==> src/rtl/dsm_regs.vh <==
// register indices, reset values and classification limits of the diagnostic status mapper
`ifndef DSM_REGS_VH
`define DSM_REGS_VH

// ==========================================================================
// resource-block parameter indices (4-bit parameter address)
`define DSM_REG_MAP_BASE      4'h0
`define DSM_REG_PRI_BASE      4'h4
`define DSM_REG_DETECT_EN     4'h8
`define DSM_REG_SUPPRESS      4'h9
`define DSM_REG_MODE          4'hA
`define DSM_REG_FEATURE       4'hB
`define DSM_REG_ACTIVE        4'hC

// ==========================================================================
// map reset values, one per status signal, then write masks and the priority reset value
`define DSM_FAIL_MAP_RST      32'hF0000000
`define DSM_CHECK_MAP_RST     32'h0F000000
`define DSM_OFFSPEC_MAP_RST   32'h00F00000
`define DSM_MAINT_MAP_RST     32'h000F0000
`define DSM_MAP_WRITE_MASK    32'hFFFFFFFE
`define DSM_SLOT_MASK         16'hFFFE
`define DSM_PRI_RST           4'h0

// ==========================================================================
// map bit of the top range pair, slot value for "no individual slot"
`define DSM_RANGE_MSB         5'h1F
`define DSM_SLOT_NONE         4'h0

// ==========================================================================
// allocation range limits of the diagnostic number
`define DSM_SENSOR_LAST       10'h0C7
`define DSM_ELEC_LAST         10'h18F
`define DSM_CONFIG_LAST       10'h2BC
`define DSM_PROC_FIRST        10'h320
`define DSM_PROC_LAST         10'h3E7
`define DSM_RANGE_SENSOR      2'h0
`define DSM_RANGE_ELEC        2'h1
`define DSM_RANGE_CONFIG      2'h2
`define DSM_RANGE_PROC        2'h3

// ==========================================================================
// priority thresholds
`define DSM_PRI_DISPLAY_MIN   4'h1
`define DSM_PRI_SEND_MIN      4'h2

// ==========================================================================
// mode and feature bit positions
`define DSM_MODE_OOS_BIT      0
`define DSM_FEAT_MULTIBIT_BIT 0

`endif

==> src/rtl/dsm_active_table.v <==
// table of active diagnostic events holding the status latched when each occurred
`timescale 1ns/1ns

module dsm_active_table #(
  parameter DEPTH  = 8,
  parameter NUM_W  = 10,
  parameter STAT_W = 4
) (
  // clock and reset
  input  wire              clk,
  input  wire              resetn,
  // event insert
  input  wire              ins_valid,
  input  wire [NUM_W-1:0]  ins_number,
  input  wire [STAT_W-1:0] ins_status,
  // event removal
  input  wire              del_valid,
  input  wire [NUM_W-1:0]  del_number,
  // aggregate state
  output reg  [STAT_W-1:0] active_status,
  output reg               table_full
);

  // ==========================================================================
  // storage
  reg  [DEPTH-1:0]  entry_valid;
  reg  [NUM_W-1:0]  entry_number [0:DEPTH-1];
  reg  [STAT_W-1:0] entry_status [0:DEPTH-1];
  wire [DEPTH-1:0]  ins_hit;
  wire [DEPTH-1:0]  del_hit;
  reg  [DEPTH-1:0]  first_free;
  reg               free_seen;
  reg  [STAT_W-1:0] next_active_status;
  wire              ins_take;
  integer           i;
  integer           j;
  integer           k;

  // ==========================================================================
  // per-entry number compare
  genvar g;
  generate
    for (g = 0; g < DEPTH; g = g + 1) begin : gen_match
      assign ins_hit[g] = entry_valid[g] && (entry_number[g] == ins_number);
      assign del_hit[g] = entry_valid[g] && (entry_number[g] == del_number);
    end
  endgenerate

  // an event already held keeps its old status, so a remap never rewrites it
  assign ins_take = ins_valid && !(|ins_hit); // [RULE_13]

  // lowest free entry; a full table drops new events rather than evicting old
  always @* begin
    first_free = {DEPTH{1'b0}};
    free_seen  = 1'b0;
    for (i = 0; i < DEPTH; i = i + 1) begin
      if (!entry_valid[i] && !free_seen) begin
        first_free[i] = 1'b1;
        free_seen     = 1'b1;
      end
    end
  end

  // or of the status latched by every active entry
  always @* begin
    next_active_status = {STAT_W{1'b0}};
    for (j = 0; j < DEPTH; j = j + 1) begin
      if (entry_valid[j]) begin
        next_active_status = next_active_status | entry_status[j];
      end
    end
  end

  // entry update; number and status only load on insert
  always @(posedge clk or negedge resetn) begin
    if (!resetn) begin
      entry_valid <= {DEPTH{1'b0}};
      for (k = 0; k < DEPTH; k = k + 1) begin
        entry_number[k] <= {NUM_W{1'b0}};
        entry_status[k] <= {STAT_W{1'b0}};
      end
    end else begin
      for (k = 0; k < DEPTH; k = k + 1) begin
        if (del_valid && del_hit[k]) begin
          entry_valid[k] <= 1'b0;
        end else if (ins_take && first_free[k]) begin
          entry_valid[k]  <= 1'b1;
          entry_number[k] <= ins_number;
          entry_status[k] <= ins_status; // [RULE_13]
        end
      end
    end
  end

  // registered aggregate outputs
  always @(posedge clk or negedge resetn) begin
    if (!resetn) begin
      active_status <= {STAT_W{1'b0}};
      table_full    <= 1'b0;
    end else begin
      active_status <= next_active_status;
      table_full    <= &entry_valid;
    end
  end

endmodule // dsm_active_table

==> src/rtl/dsm_status_mapper.v <==
// diagnostic status mapper: range maps, priorities, broadcast mask and event classification
//
// Operation
// RULE_01 - events carry one of three weightings; low splits into off-spec and maintenance
// RULE_02 - diagnostic number falls into sensor, electronics, configuration or process range
// RULE_03 - one range map per status signal, four maps in total
// RULE_04 - map bits 31..16 hold weighting-by-allocation pairs in fixed order
// RULE_05 - reset maps: failure 31-28, check 27-24, off-spec 23-20, maintenance 19-16
// RULE_06 - a map bit steers its whole range, never part of it
// RULE_07 - a range clear in all four maps sends no status signal
// RULE_08 - host keeps every range covered by at least one map bit
// RULE_09 - host switches to out-of-service before map edits, back afterwards
// RULE_10 - map bits 15..1 are configurable slots, cleared at reset
// RULE_11 - slot event recorded only when detect-enabled and its slot bit is mapped
// RULE_12 - slot event sent only when broadcast-enabled and its slot bit is mapped
// RULE_13 - remapping leaves active events alone; new status applies on next occurrence
// RULE_14 - priority 2..15 sends, 1 displays only, 0 ignores
// RULE_15 - each status signal has its own host-writable priority
// RULE_16 - suppression mask bit set stops sending but still displays
// RULE_17 - map configuration inactive at reset until multi-bit feature is selected
// RULE_18 - map bit 0 reserved: reads zero, ignores writes, selects nothing
// RULE_19 - classification is registered, presented one cycle after the event
`timescale 1ns/1ns
`include "dsm_regs.vh"

module dsm_status_mapper #(
  parameter TABLE_DEPTH = 8
) (
  // clock and reset
  input  wire        clk,
  input  wire        resetn,
  // resource-block parameter access from the host
  input  wire        param_wr,
  input  wire [3:0]  param_addr,
  input  wire [31:0] param_wdata,
  output reg  [31:0] param_rdata,
  // diagnostic event from the detection logic
  input  wire        event_valid,
  input  wire        event_raise,
  input  wire [9:0]  event_number,
  input  wire [1:0]  event_weight,
  input  wire [3:0]  event_slot,
  // classification result
  output reg         class_valid,
  output reg  [9:0]  class_number,
  output reg  [3:0]  class_status,
  output reg  [3:0]  class_display,
  output reg  [3:0]  class_transmit,
  // aggregate state
  output wire [3:0]  active_status,
  output wire        table_full
);

  // ==========================================================================
  // parameter storage; status index 0 fail, 1 check, 2 off-spec, 3 maintenance
  reg  [127:0] range_maps;          // [RULE_03]
  reg  [15:0]  priorities;          // [RULE_15]
  reg  [15:0]  detect_enable;
  reg  [31:0]  suppress_mask;
  reg          out_of_service_mode;
  reg          multibit_enable;
  reg  [31:0]  next_rdata;
  integer      i;

  // ==========================================================================
  // classification nets
  reg  [1:0]   range_idx;
  reg          range_ok;
  wire [4:0]   range_bit;
  wire         slot_used;
  wire [4:0]   sel_bit;
  wire         eligible;
  wire         suppressed;
  wire [127:0] eff_maps;
  wire [3:0]   map_we;
  wire [3:0]   pri_we;
  wire [3:0]   hit;
  wire [3:0]   show;
  wire [3:0]   send;
  wire         record;

  // ==========================================================================
  // per-status write decode, effective map and decision
  genvar g;
  generate
    for (g = 0; g < 4; g = g + 1) begin : gen_status
      localparam integer MAP_IDX = `DSM_REG_MAP_BASE + g;
      localparam integer PRI_IDX = `DSM_REG_PRI_BASE + g;
      localparam [3:0] MAP_ADDR = MAP_IDX[3:0];
      localparam [3:0] PRI_ADDR = PRI_IDX[3:0];
      localparam [31:0] MAP_RST = (g == 0) ? `DSM_FAIL_MAP_RST :
                                  (g == 1) ? `DSM_CHECK_MAP_RST :
                                  (g == 2) ? `DSM_OFFSPEC_MAP_RST : `DSM_MAINT_MAP_RST;
      wire [3:0] pri;

      // map edits only land while the block is out of service
      assign map_we[g] = param_wr && out_of_service_mode && (param_addr == MAP_ADDR); // [RULE_09]
      assign pri_we[g] = param_wr && (param_addr == PRI_ADDR); // [RULE_15]

      // until the multi-bit option is chosen the factory maps stay in force
      assign eff_maps[g*32 +: 32] = multibit_enable ? range_maps[g*32 +: 32] : MAP_RST; // [RULE_17]

      // one map bit decides for the whole range; an unmapped range yields nothing
      assign hit[g]  = eligible && eff_maps[g*32 + sel_bit]; // [RULE_06] [RULE_07] [RULE_11]
      assign pri     = priorities[g*4 +: 4];
      assign show[g] = hit[g] && (pri >= `DSM_PRI_DISPLAY_MIN); // [RULE_14]
      assign send[g] = hit[g] && (pri >= `DSM_PRI_SEND_MIN) && !suppressed; // [RULE_14] [RULE_16] [RULE_12]
    end
  endgenerate

  // ==========================================================================
  // allocation range of the diagnostic number; 701..799 belongs to no range
  always @* begin
    range_ok  = 1'b1;
    range_idx = `DSM_RANGE_SENSOR;
    if (event_number <= `DSM_SENSOR_LAST) begin // [RULE_02]
      range_idx = `DSM_RANGE_SENSOR;
    end else if (event_number <= `DSM_ELEC_LAST) begin
      range_idx = `DSM_RANGE_ELEC;
    end else if (event_number <= `DSM_CONFIG_LAST) begin
      range_idx = `DSM_RANGE_CONFIG;
    end else if ((event_number >= `DSM_PROC_FIRST) && (event_number <= `DSM_PROC_LAST)) begin
      range_idx = `DSM_RANGE_PROC;
    end else begin
      range_ok = 1'b0;
    end
  end

  // weighting-major, allocation-minor, counting down from the top bit
  assign range_bit = `DSM_RANGE_MSB - {1'b0, event_weight, range_idx}; // [RULE_01] [RULE_04]

  // a slotted event uses its configurable bit instead of its range bit
  assign slot_used = (event_slot != `DSM_SLOT_NONE);
  assign sel_bit   = slot_used ? {1'b0, event_slot} : range_bit; // [RULE_10]

  // slotted events need detection enabled; bit 0 is never selectable
  assign eligible   = slot_used ? detect_enable[event_slot] : range_ok; // [RULE_11] [RULE_18]

  // negative selection: a set bit blocks sending of that range or slot only
  assign suppressed = suppress_mask[sel_bit]; // [RULE_16] [RULE_12]

  // a slotted event is only kept when some map carries its slot bit
  assign record = event_valid && event_raise && eligible && (!slot_used || (|hit)); // [RULE_11]

  // ==========================================================================
  // parameter registers
  always @(posedge clk or negedge resetn) begin
    if (!resetn) begin
      range_maps          <= {`DSM_MAINT_MAP_RST, `DSM_OFFSPEC_MAP_RST,
                              `DSM_CHECK_MAP_RST, `DSM_FAIL_MAP_RST}; // [RULE_05] [RULE_10]
      priorities          <= {4{`DSM_PRI_RST}}; // [RULE_14]
      detect_enable       <= 16'h0000;
      suppress_mask       <= 32'h00000000;
      out_of_service_mode <= 1'b0;
      multibit_enable     <= 1'b0; // [RULE_17]
    end else begin
      for (i = 0; i < 4; i = i + 1) begin
        // bit 0 is reserved and cannot be written
        if (map_we[i]) begin
          range_maps[i*32 +: 32] <= param_wdata & `DSM_MAP_WRITE_MASK; // [RULE_18]
        end
        if (pri_we[i]) begin
          priorities[i*4 +: 4] <= param_wdata[3:0]; // [RULE_15]
        end
      end
      if (param_wr && (param_addr == `DSM_REG_DETECT_EN)) begin
        detect_enable <= param_wdata[15:0] & `DSM_SLOT_MASK;
      end
      if (param_wr && (param_addr == `DSM_REG_SUPPRESS)) begin
        suppress_mask <= param_wdata & `DSM_MAP_WRITE_MASK;
      end
      if (param_wr && (param_addr == `DSM_REG_MODE)) begin
        out_of_service_mode <= param_wdata[`DSM_MODE_OOS_BIT];
      end
      if (param_wr && (param_addr == `DSM_REG_FEATURE)) begin
        multibit_enable <= param_wdata[`DSM_FEAT_MULTIBIT_BIT];
      end
    end
  end

  // ==========================================================================
  // read path; unused indices read zero
  always @* begin
    next_rdata = 32'h00000000;
    case (param_addr)
      4'h0, 4'h1, 4'h2, 4'h3: begin
        next_rdata = range_maps[param_addr[1:0]*32 +: 32]; // [RULE_18]
      end
      4'h4, 4'h5, 4'h6, 4'h7: begin
        next_rdata = {28'h0000000, priorities[param_addr[1:0]*4 +: 4]};
      end
      `DSM_REG_DETECT_EN: begin
        next_rdata = {16'h0000, detect_enable};
      end
      `DSM_REG_SUPPRESS: begin
        next_rdata = suppress_mask;
      end
      `DSM_REG_MODE: begin
        next_rdata = {31'h00000000, out_of_service_mode};
      end
      `DSM_REG_FEATURE: begin
        next_rdata = {31'h00000000, multibit_enable};
      end
      `DSM_REG_ACTIVE: begin
        next_rdata = {27'h0000000, table_full, active_status};
      end
      default: begin
        next_rdata = 32'h00000000;
      end
    endcase
  end

  // read data is registered so the host sees it one cycle after the address
  always @(posedge clk or negedge resetn) begin
    if (!resetn) begin
      param_rdata <= 32'h00000000;
    end else begin
      param_rdata <= next_rdata;
    end
  end

  // ==========================================================================
  // classification result, one cycle after the event
  always @(posedge clk or negedge resetn) begin
    if (!resetn) begin
      class_valid    <= 1'b0;
      class_number   <= 10'h000;
      class_status   <= 4'h0;
      class_display  <= 4'h0;
      class_transmit <= 4'h0;
    end else begin
      class_valid <= event_valid && event_raise; // [RULE_19]
      if (event_valid && event_raise) begin
        class_number   <= event_number;
        class_status   <= hit;
        class_display  <= show;
        class_transmit <= send; // [RULE_07]
      end
    end
  end

  // ==========================================================================
  // active event table; holds the status each event had when it occurred
  dsm_active_table #(
    .DEPTH  (TABLE_DEPTH),
    .NUM_W  (10),
    .STAT_W (4)
  ) u_table (
    .clk           (clk),
    .resetn        (resetn),
    .ins_valid     (record),
    .ins_number    (event_number),
    .ins_status    (hit),
    .del_valid     (event_valid && !event_raise),
    .del_number    (event_number),
    .active_status (active_status),
    .table_full    (table_full)
  );

endmodule // dsm_status_mapper

==> config.mk <==
export PLATFORM = sky130hd
export DESIGN_NAME = dsm_status_mapper
export DESIGN_NICKNAME = d
export VERILOG_FILES = /design/src/rtl/dsm_active_table.v /design/src/rtl/dsm_status_mapper.v
export VERILOG_INCLUDE_DIRS = /design/src /design/src/rtl
export SDC_FILE = /design/constraint.sdc
export NUM_CORES = 1
export LEC_CHECK = 0
export BUFFER_PORTS_ARGS = -buffer_cell sky130_fd_sc_hd__buf_4
export CAP_MARGIN = 10
export CORE_MARGIN = 5
export CORE_UTILIZATION = 45
export CTS_BUF_LIST = sky130_fd_sc_hd__clkbuf_4
export CTS_CLUSTER_DIAMETER = 100
export CTS_CLUSTER_SIZE = 28
export DETAILED_ROUTE_END_ITERATION = 12
export HOLD_SLACK_MARGIN = 0.02
export PLACE_DENSITY_LB_ADDON = 0.15
export SKIP_LAST_GASP = 1
export SYNTH_ARGS = -nofsm -noshare
export SYNTH_HDL_FRONTEND = slang
export SYNTH_HIERARCHICAL = 1
export SYNTH_SLANG_ARGS = --single-unit
export TNS_END_PERCENT = 50
==> constraint.sdc <==
create_clock -name clk -period 5.1 [get_ports clk]
set_input_delay 1.02 -clock clk [delete_from_list [all_inputs] [get_ports clk]]
set_output_delay 1.02 -clock clk [all_outputs]
set_load 0.02 [all_outputs]
==> run metrics, run 1 <==
status=finished, final reports clean; PD cells=between 300 and 400 nW/um^2; Cell variety after synth=72; clk_skew=slightly above 0.08 ns; Primary FF master, synth=dfrtp_1; Final min period=approximately 4.6 ns; final wirelength=approximately 51,000 microns; Switching Fraction=about a third; CTS tree=built; FP Rows=75; number of routed nets with antenna violations=0; PortBufs=about 120; pin count of the biggest net entering global routing=approximately 120; max-slew violations=0; wire length per cell=between 20 and 25 microns; share of total power in combinational logic=between 20% and 30%; share of layout cells above drive strength 1=about 39%; core area=41,900 sq um; Max clock buf depth=3; Post-CTS Setup Inserts=0; P_int=around 4.5 mW; Via density=5.81; Synth Register Bits=between 300 and 400; fmax=~220 MHz; DP HPWL=between 30,000 and 40,000 microns; TritonCTS Buffers=17; final hold slack=~0.25 ns; RSZ-0062 raised after global routing=false; drt drc=0; Post-Syn Nets=around 1,500; cell count of the worst reg-to-reg path=13; starting density of the core=roughly 45%; reg2reg start=multibit_enable; final core occ=roughly half; syn_area_per_cell=roughly 13 sq um; crit path capture type=flop; H-tree depth=1; Final period util=approximately 90%; sw power=2.14 mW; fillers=3,739; DR iter-0 viols=1,004; synthesized area=between 15,000 and 20,000 sq um; Die W=216 microns; first drt pass iteration count=5; Max Cap Viol=0; Max IR drop VDD=0.252 mV; Root Buffer=clkbuf_4; ys async rst share=100%; Startpoint Class=primary input; Worst Tran Pin Value=~1.1 ns; grt ovf=0; Worst Path Max Fanout=15; Final Hold Fails=0; synth warn=6; full die area=~46,000 sq um; first-pass GRT wire length=between 80,000 and 90,000 microns; EDFF count, synth=0; post-route non-filler standard cell count=roughly 2,200; Seq/Total Area, Yosys=around half; initial antenna violation count=3; Crit Path Category=in -> reg; CTS Sinks=around 370; routed vias=approximately 13,000; die height=216 microns; CP required=5.76 ns; Hold Buf Count CTS=0; Clock Power Share=roughly 17%; # placed instances=around 2,100; Layout area overhead=10.2%; reg2reg end=u_table/entry_number[54]; GRT Overall Usage=between 20 and 25%; vias in the first global route=12,900; clock latency on the worst-skew pair=0.82 ns; worst path arrival time=~5.3 ns; Hold Crit Class=in -> async; share of power burned in registers=between 50% and 60%; # setup viols final=0; LEAKAGE=roughly 9.5 nW; Synth Instances=between 1,000 and 1,500; Slew HR=about 30%; io pins=about 120; Final nets=about 1,700; GPL Wtd Cong=roughly 0.91; clk slew on worst S/H paths=approximately 0.26 ns; CTS resizes=0; r2r setup slk=1.21 ns
## metal layers
metal / wire [microns] / up-vias / part of all wire (%) / global-route usage, %
met4: 1420 / 0 / 2.8 / 5.31
met1: 22900 / 6520 / 45 / 30.4
met2: 24800 / 269 / 49 / 36.3
li1: - / 5648 / - / -
met3: 1970 / 69 / 3.9 / 2.94
met5: 0 / - / 0 / 0
## through the flow
stage / setup WS, ns / total power, mW / area, sq um / TNS (ns)
floorplan: 0.0109 / 4.91 / 19000 / 0
global placement: -0.155 / 5.54 / 20700 / -11.53
detailed placement: -0.114 / 5.58 / 20700 / -8.86
CTS: 0.726 / 6.74 / 20900 / 0
global route: 0.383 / 7.03 / 21000 / 0
finish: 0.514 / 6.68 / 21000 / 0
## cells in the final DEF (no fill, tap or decap), types with 26 or more instances in the layout
cell      count
dfrtp_1     352
clkbuf_4     26
mux4_2       40
nand4_1      44
nand3_1      38
mux2_4       28
xor2_1       29
buf_4       192
xnor2_1     131
nand2_1      89
mux2i_1      42
mux2_2      281
## worst max-delay path: stages
cell and delay, ns:
buf_4 0.15, o311ai_0 0.55, buf_4 0.23, o221ai_1 0.21, nand2_2 0.19, buf_4 0.24
nand2_1 0.09, a31o_2 0.25, nor4_1 0.48, a2111oi_2 0.13, nand2_1 0.11, o31a_1 0.17
o31ai_1 0.10, nor3_2 0.22, nand2_4 0.07, buf_4 0.18, nor4_4 0.31, buf_12 0.20
mux2_2 0.34
## synthesized netlist by cell type (16+ instances only)
| cell | count | area share [%] |
|---|---|---|
| mux4_2 | 40 | 4.7 |
| mux2_4 | 28 | 2.2 |
| clkbuf_1 | 45 | 0.89 |
| nand3_1 | 38 | 1.0 |
| o21ai_0 | 24 | 0.63 |
| inv_1 | 22 | 0.43 |
| mux2_2 | 281 | 17 |
| dfrtp_1 | 352 | 46 |
| buf_1 | 24 | 0.47 |
| xnor2_1 | 131 | 6.0 |
| a22o_1 | 20 | 0.92 |
| nor2_1 | 27 | 0.53 |
| nand4_1 | 44 | 1.4 |
| nor3_1 | 20 | 0.53 |
| buf_6 | 17 | 1.0 |
| nand2_1 | 90 | 1.8 |
| mux2i_1 | 42 | 2.2 |
| a22oi_1 | 18 | 0.71 |
| xor2_1 | 29 | 1.3 |
| dfstp_2 | 16 | 2.2 |
## how the worst max path moves through the flow
| stage | to | slack [ns] | startpoint |
|---|---|---|---|
| 2_1_floorplan | u_table/entry_number[60] | 0.01 | event_slot[0] |
| 3_3_place_gp | u_table/entry_number[29] | -0.15 | event_number[6] |
| 3_5_place_dp | u_table/entry_number[69] | -0.11 | event_number[6] |
| 4_1_cts | u_table/entry_number[57] | 0.73 | event_number[9] |
| 5_1_grt | u_table/entry_number[52] | 0.38 | event_number[6] |
| 6_report | u_table/entry_number[57] | 0.51 | event_number[6] |
## power by group through the flow
stage | sequential, mW | combinational, mW | clock [mW]
finish | 3.87 | 1.65 | 1.16
global route | 3.93 | 1.80 | 1.30
floorplan | 3.79 | 1.12 | 0
global placement | 3.90 | 1.64 | 0
detailed placement | 3.92 | 1.66 | 0
CTS | 3.86 | 1.67 | 1.21
## flip-flops by register name (all words and copies together) (netlist names)
name	count
class_display	4
class_number	10
u_table/entry_number	80
class_status	4
u_table/entry_status	32
detect_enable	15
out_of_service_mode	1
range_maps	124
priorities	16
param_rdata	32
multibit_enable	1
u_table/active_status	4
class_transmit	4
u_table/table_full	1
suppress_mask	31
class_valid	1
u_table/entry_valid	8
## cells by family (layout without fill, tap and decap cells)
group	count (synthesis)	in the layout	share of synthesized area, %
AO/OA/AOI/OAI	150	150	6.03
XOR/XNOR	160	160	7.37
buffers and inverters	135	254	3.88
flip-flops	368	368	48.6
multiplexers	398	398	26.3
other	0	3	0
AND/OR/NAND/NOR	279	279	7.85
## area by class of cell
type	count	area [sq um]	area share, %
inverters	22	82.6	0.394
flip-flops and latches	368	9230	44.0
multi-input cells	987	9080	43.3
well taps	539	674	3.22
diodes	3	7.51	0.0358
clock inverters	3	30.0	0.143
repair buffers	203	1660	7.91
clock buffers	26	195	0.932
(Power assumes the default switching activity.)
==> inputs of run 2 (changes only) <==
--- a/config.mk
+++ b/config.mk
@@ -7,7 +7,7 @@
 export NUM_CORES = 1
 export LEC_CHECK = 0
 export BUFFER_PORTS_ARGS = -buffer_cell sky130_fd_sc_hd__buf_4
-export CAP_MARGIN = 10
+export CAP_MARGIN = 20
 export CORE_MARGIN = 5
 export CORE_UTILIZATION = 45
 export CTS_BUF_LIST = sky130_fd_sc_hd__clkbuf_4
@@ -15,7 +15,7 @@
 export CTS_CLUSTER_SIZE = 28
 export DETAILED_ROUTE_END_ITERATION = 12
 export HOLD_SLACK_MARGIN = 0.02
-export PLACE_DENSITY_LB_ADDON = 0.15
+export PLACE_DENSITY = 0.68
 export SKIP_LAST_GASP = 1
 export SYNTH_ARGS = -nofsm -noshare
 export SYNTH_HDL_FRONTEND = slang
==> constraint.sdc (replaced) <==
create_clock -name clk -period 4 [get_ports clk]
set_input_delay 0.8 -clock clk [delete_from_list [all_inputs] [get_ports clk]]
set_output_delay 0.8 -clock clk [all_outputs]
set_load 0.02 [all_outputs]
==> run 2 against run 1 <==
- the run now ends with negative setup slack left
- global-route usage is 0.15 points lower
- register-to-register slack got worse by 1.0 ns
- first-iteration DRC count is 15% higher
- cell area is 5.5% higher
- critical path type unchanged
- largest power group unchanged
- critical endpoint is now u_table/entry_number[51]
==> run metrics, run 2 (synthesis results as in run 1) <==
drt drc=0 (unchanged); Slew HR=32.8% (was 29.8%); Layout area overhead=16.3% (was 10.2%); Max Cap Viol=0 (unchanged); Largest regs=range_maps (124), u_table/entry_number (80) (unchanged); TritonCTS Buffers=17 (unchanged); initial antenna violation count=3 (unchanged); starting density of the core=45.4% (unchanged); # setup viols final=89 (was 0); Root Buffer=clkbuf_4 (unchanged); CP Buf/Inv Count=7 (was 5); Hold Crit Class=in -> async (unchanged); full die area=46,400 sq um (unchanged); CTS Sinks=368 (unchanged); Via density=5.92 (was 5.81); Final min period=roughly 4.3 ns; first-pass GRT wire length=81,000 microns (was 80,100 microns); Worst Path Max Fanout=6 (was 15); Max IR drop VDD=0.238 mV (was 0.252 mV); clk_skew=0.0501 ns (was 0.0830 ns); Worst Tran Pin Value=1.01 ns (was 1.05 ns); share of layout cells above drive strength 1=43.3% (was 38.8%); first drt pass iteration count=5 (unchanged); pin count of the biggest net entering global routing=125 (was 115); commonest non-fill, non-tap cells in the layout=dfrtp_1, mux2_2, buf_4, xnor2_1, nand2_1 (unchanged); wire length per cell=23.1 microns (was 23.8 microns); Startpoint Class=primary input (unchanged); Final Hold Fails=0 (unchanged); Top delay family on crit path=simple AND/OR/NAND/NOR gates (unchanged); Hold Buf Count CTS=0 (unchanged); clk slew on worst S/H paths=0.29 ns (was 0.26 ns); core area=41,900 sq um (unchanged); Crit Path Category=in -> reg (unchanged); PD cells=391 nW/um^2 (was 319 nW/um^2); GPL Wtd Cong=0.916 (was 0.913); clock latency on the worst-skew pair=0.74 ns (was 0.82 ns); RSZ-0062 raised after global routing=true (was false); io pins=117 (unchanged); grt ovf=0 (unchanged); number of routed nets with antenna violations=0 (unchanged); Largest stage delay, worst path=0.53 ns (was 0.55 ns); final core occ=52.8% (was 50.1%); Sequential Area=9230 sq um (unchanged); area of the multi-input gates=9430 sq um (was 9080 sq um); DR iter-0 viols=1,155 (was 1,004); status=finished, violations left (was finished, final reports clean); Max clock buf depth=3 (unchanged); crit path capture type=flop (unchanged); CP required=4.68 ns (was 5.76 ns); Crit-path slowest cell=or4_4 (was o311ai_0); die height=216 microns (unchanged); GRT Overall Usage=21.6% (was 21.7%); Final nets=1,746 (was 1,656); worst path arrival time=4.94 ns (was 5.25 ns); max-slew violations=0 (unchanged); fmax=about 230 MHz; FP Rows=75 (unchanged); fillers=3,550 (was 3,739); CTS tree=built (unchanged); routed vias=13,200 (was 12,500); max reg flops=124 (unchanged); Top reg by flops=range_maps (unchanged); H-tree depth=1 (unchanged); failing checks=negative setup slack; final wirelength=51,600 microns (was 51,100 microns); LEAKAGE=10.0 nW (was 9.50 nW); vias in the first global route=13,700 (was 12,900); Final TNS setup=-13.90 ns (was 0 ns); Die W=216 microns (unchanged); PortBufs=116 (unchanged); DP HPWL=36,000 microns (was 35,400 microns); Setup WS post-layout=-0.257 ns (was 0.514 ns); commonest non-fill, non-tap cell in the layout=dfrtp_1 (unchanged); Cell Chain, Critical Path=buf_4, or4_4, or3_4, o211a_4, buf_12, buf_8, nand4_1, nand4_1, a311o_1, o41ai_4, o31a_1, o31ai_2, nor3_2, nand2_4, buf_6, buf_6, nor4_4, buf_4, clkbuf_16, mux2_4 (was buf_4, o311ai_0, buf_4, o221ai_1, nand2_2, buf_4, nand2_1, a31o_2, nor4_1, a2111oi_2, nand2_1, o31a_1, o31ai_1, nor3_2, nand2_4, buf_4, nor4_4, buf_12, mux2_2); Final period util=106%
-- run 2: changes by cell type in the layout (fill, tap and decap cells not counted), moves of 4 or more --
cell / before / now
buf_6: 0 / 17
buf_12: 10 / 14
mux2_2: 281 / 254
or4_4: 1 / 7
buf_4: 192 / 253
mux2_4: 28 / 58
-- run 2: final cells by class --
class	count	area share, %
repair buffers	290	11.3
diodes	2	0.0226
well taps	539	3.05
clock inverters	4	0.124
clock buffers	23	0.781
multi-input cells	990	42.6
flip-flops and latches	368	41.7
inverters	22	0.373
-- run 2: repair_timing --
action,in CTS,in global routing
pin swaps,20,25
setup buffers,21,11
gates resized for setup,35,30
endpoints found under the setup margin,119,118
gates cloned,3,3
-- run 2: report_power, final --
group | leakage, nW | switching (mW) | internal (mW)
logic | 5.10 | 1.03 | 1.27
clock network | 0.120 | 1.11 | 0.276
registers | 4.83 | 0.614 | 4.34
total | 10.0 | 2.75 | 5.89
-- run 2: per-stage QoR --
| step | power [mW] | cell area, sq um | hold slack [ns] | instances | worst slack (ns) |
|---|---|---|---|---|---|
| global route | 9.08 | 22100 | 0.158 | 2238 | -0.277 |
| detailed placement | 7.20 | 21200 | 0.494 | 2172 | -1.34 |
| global placement | 7.13 | 21200 | 0.488 | 2172 | -1.28 |
| CTS | 8.64 | 21800 | 0.135 | 2223 | -0.165 |
| finish | 8.64 | 22100 | 0.126 | 2238 | -0.257 |
| floorplan | 6.29 | 19200 | 0.466 | 1490 | -0.730 |
-- run 2: final timing paths --
path,from,to,slack [ns],depth (start not counted)
hold / removal,resetn,param_rdata[21],0.13,1
setup / recovery,event_slot[0],u_table/entry_number[51],-0.26,20
min in group clk,param_wdata[25],range_maps[89],0.30,2
max in group asynchronous,resetn,u_table/entry_status[15],2.93,2
setup reg to reg,detect_enable[11],u_table/entry_number[51],0.18,16
hold reg to reg,class_number[7],class_number[7],0.55,1
-- run 2: metal layers --
layer  GRT usage (%)  part of all wire (%)  vias to the layer above
met4            5.14                   2.1                        2
met5               0                 0.039                        -
li1                -                     -                     5840
met3            2.63                   5.3                       61
met2            36.0                    49                      397
met1            30.5                    44                     6938
-- run 2: worst register-to-register path, stage by stage (launching register included) --
cell and delay [ns]:
dfrtp_1 0.46, mux4_1 0.58, mux4_2 0.56, nand2_1 0.19
buf_4 0.18, a311o_1 0.17, o41ai_4 0.10, o31a_1 0.33
o31ai_2 0.09, nor3_2 0.10, nand2_4 0.10, buf_6 0.12
buf_6 0.10, nor4_4 0.04, buf_4 0.20, clkbuf_16 0.16
mux2_4 0.29
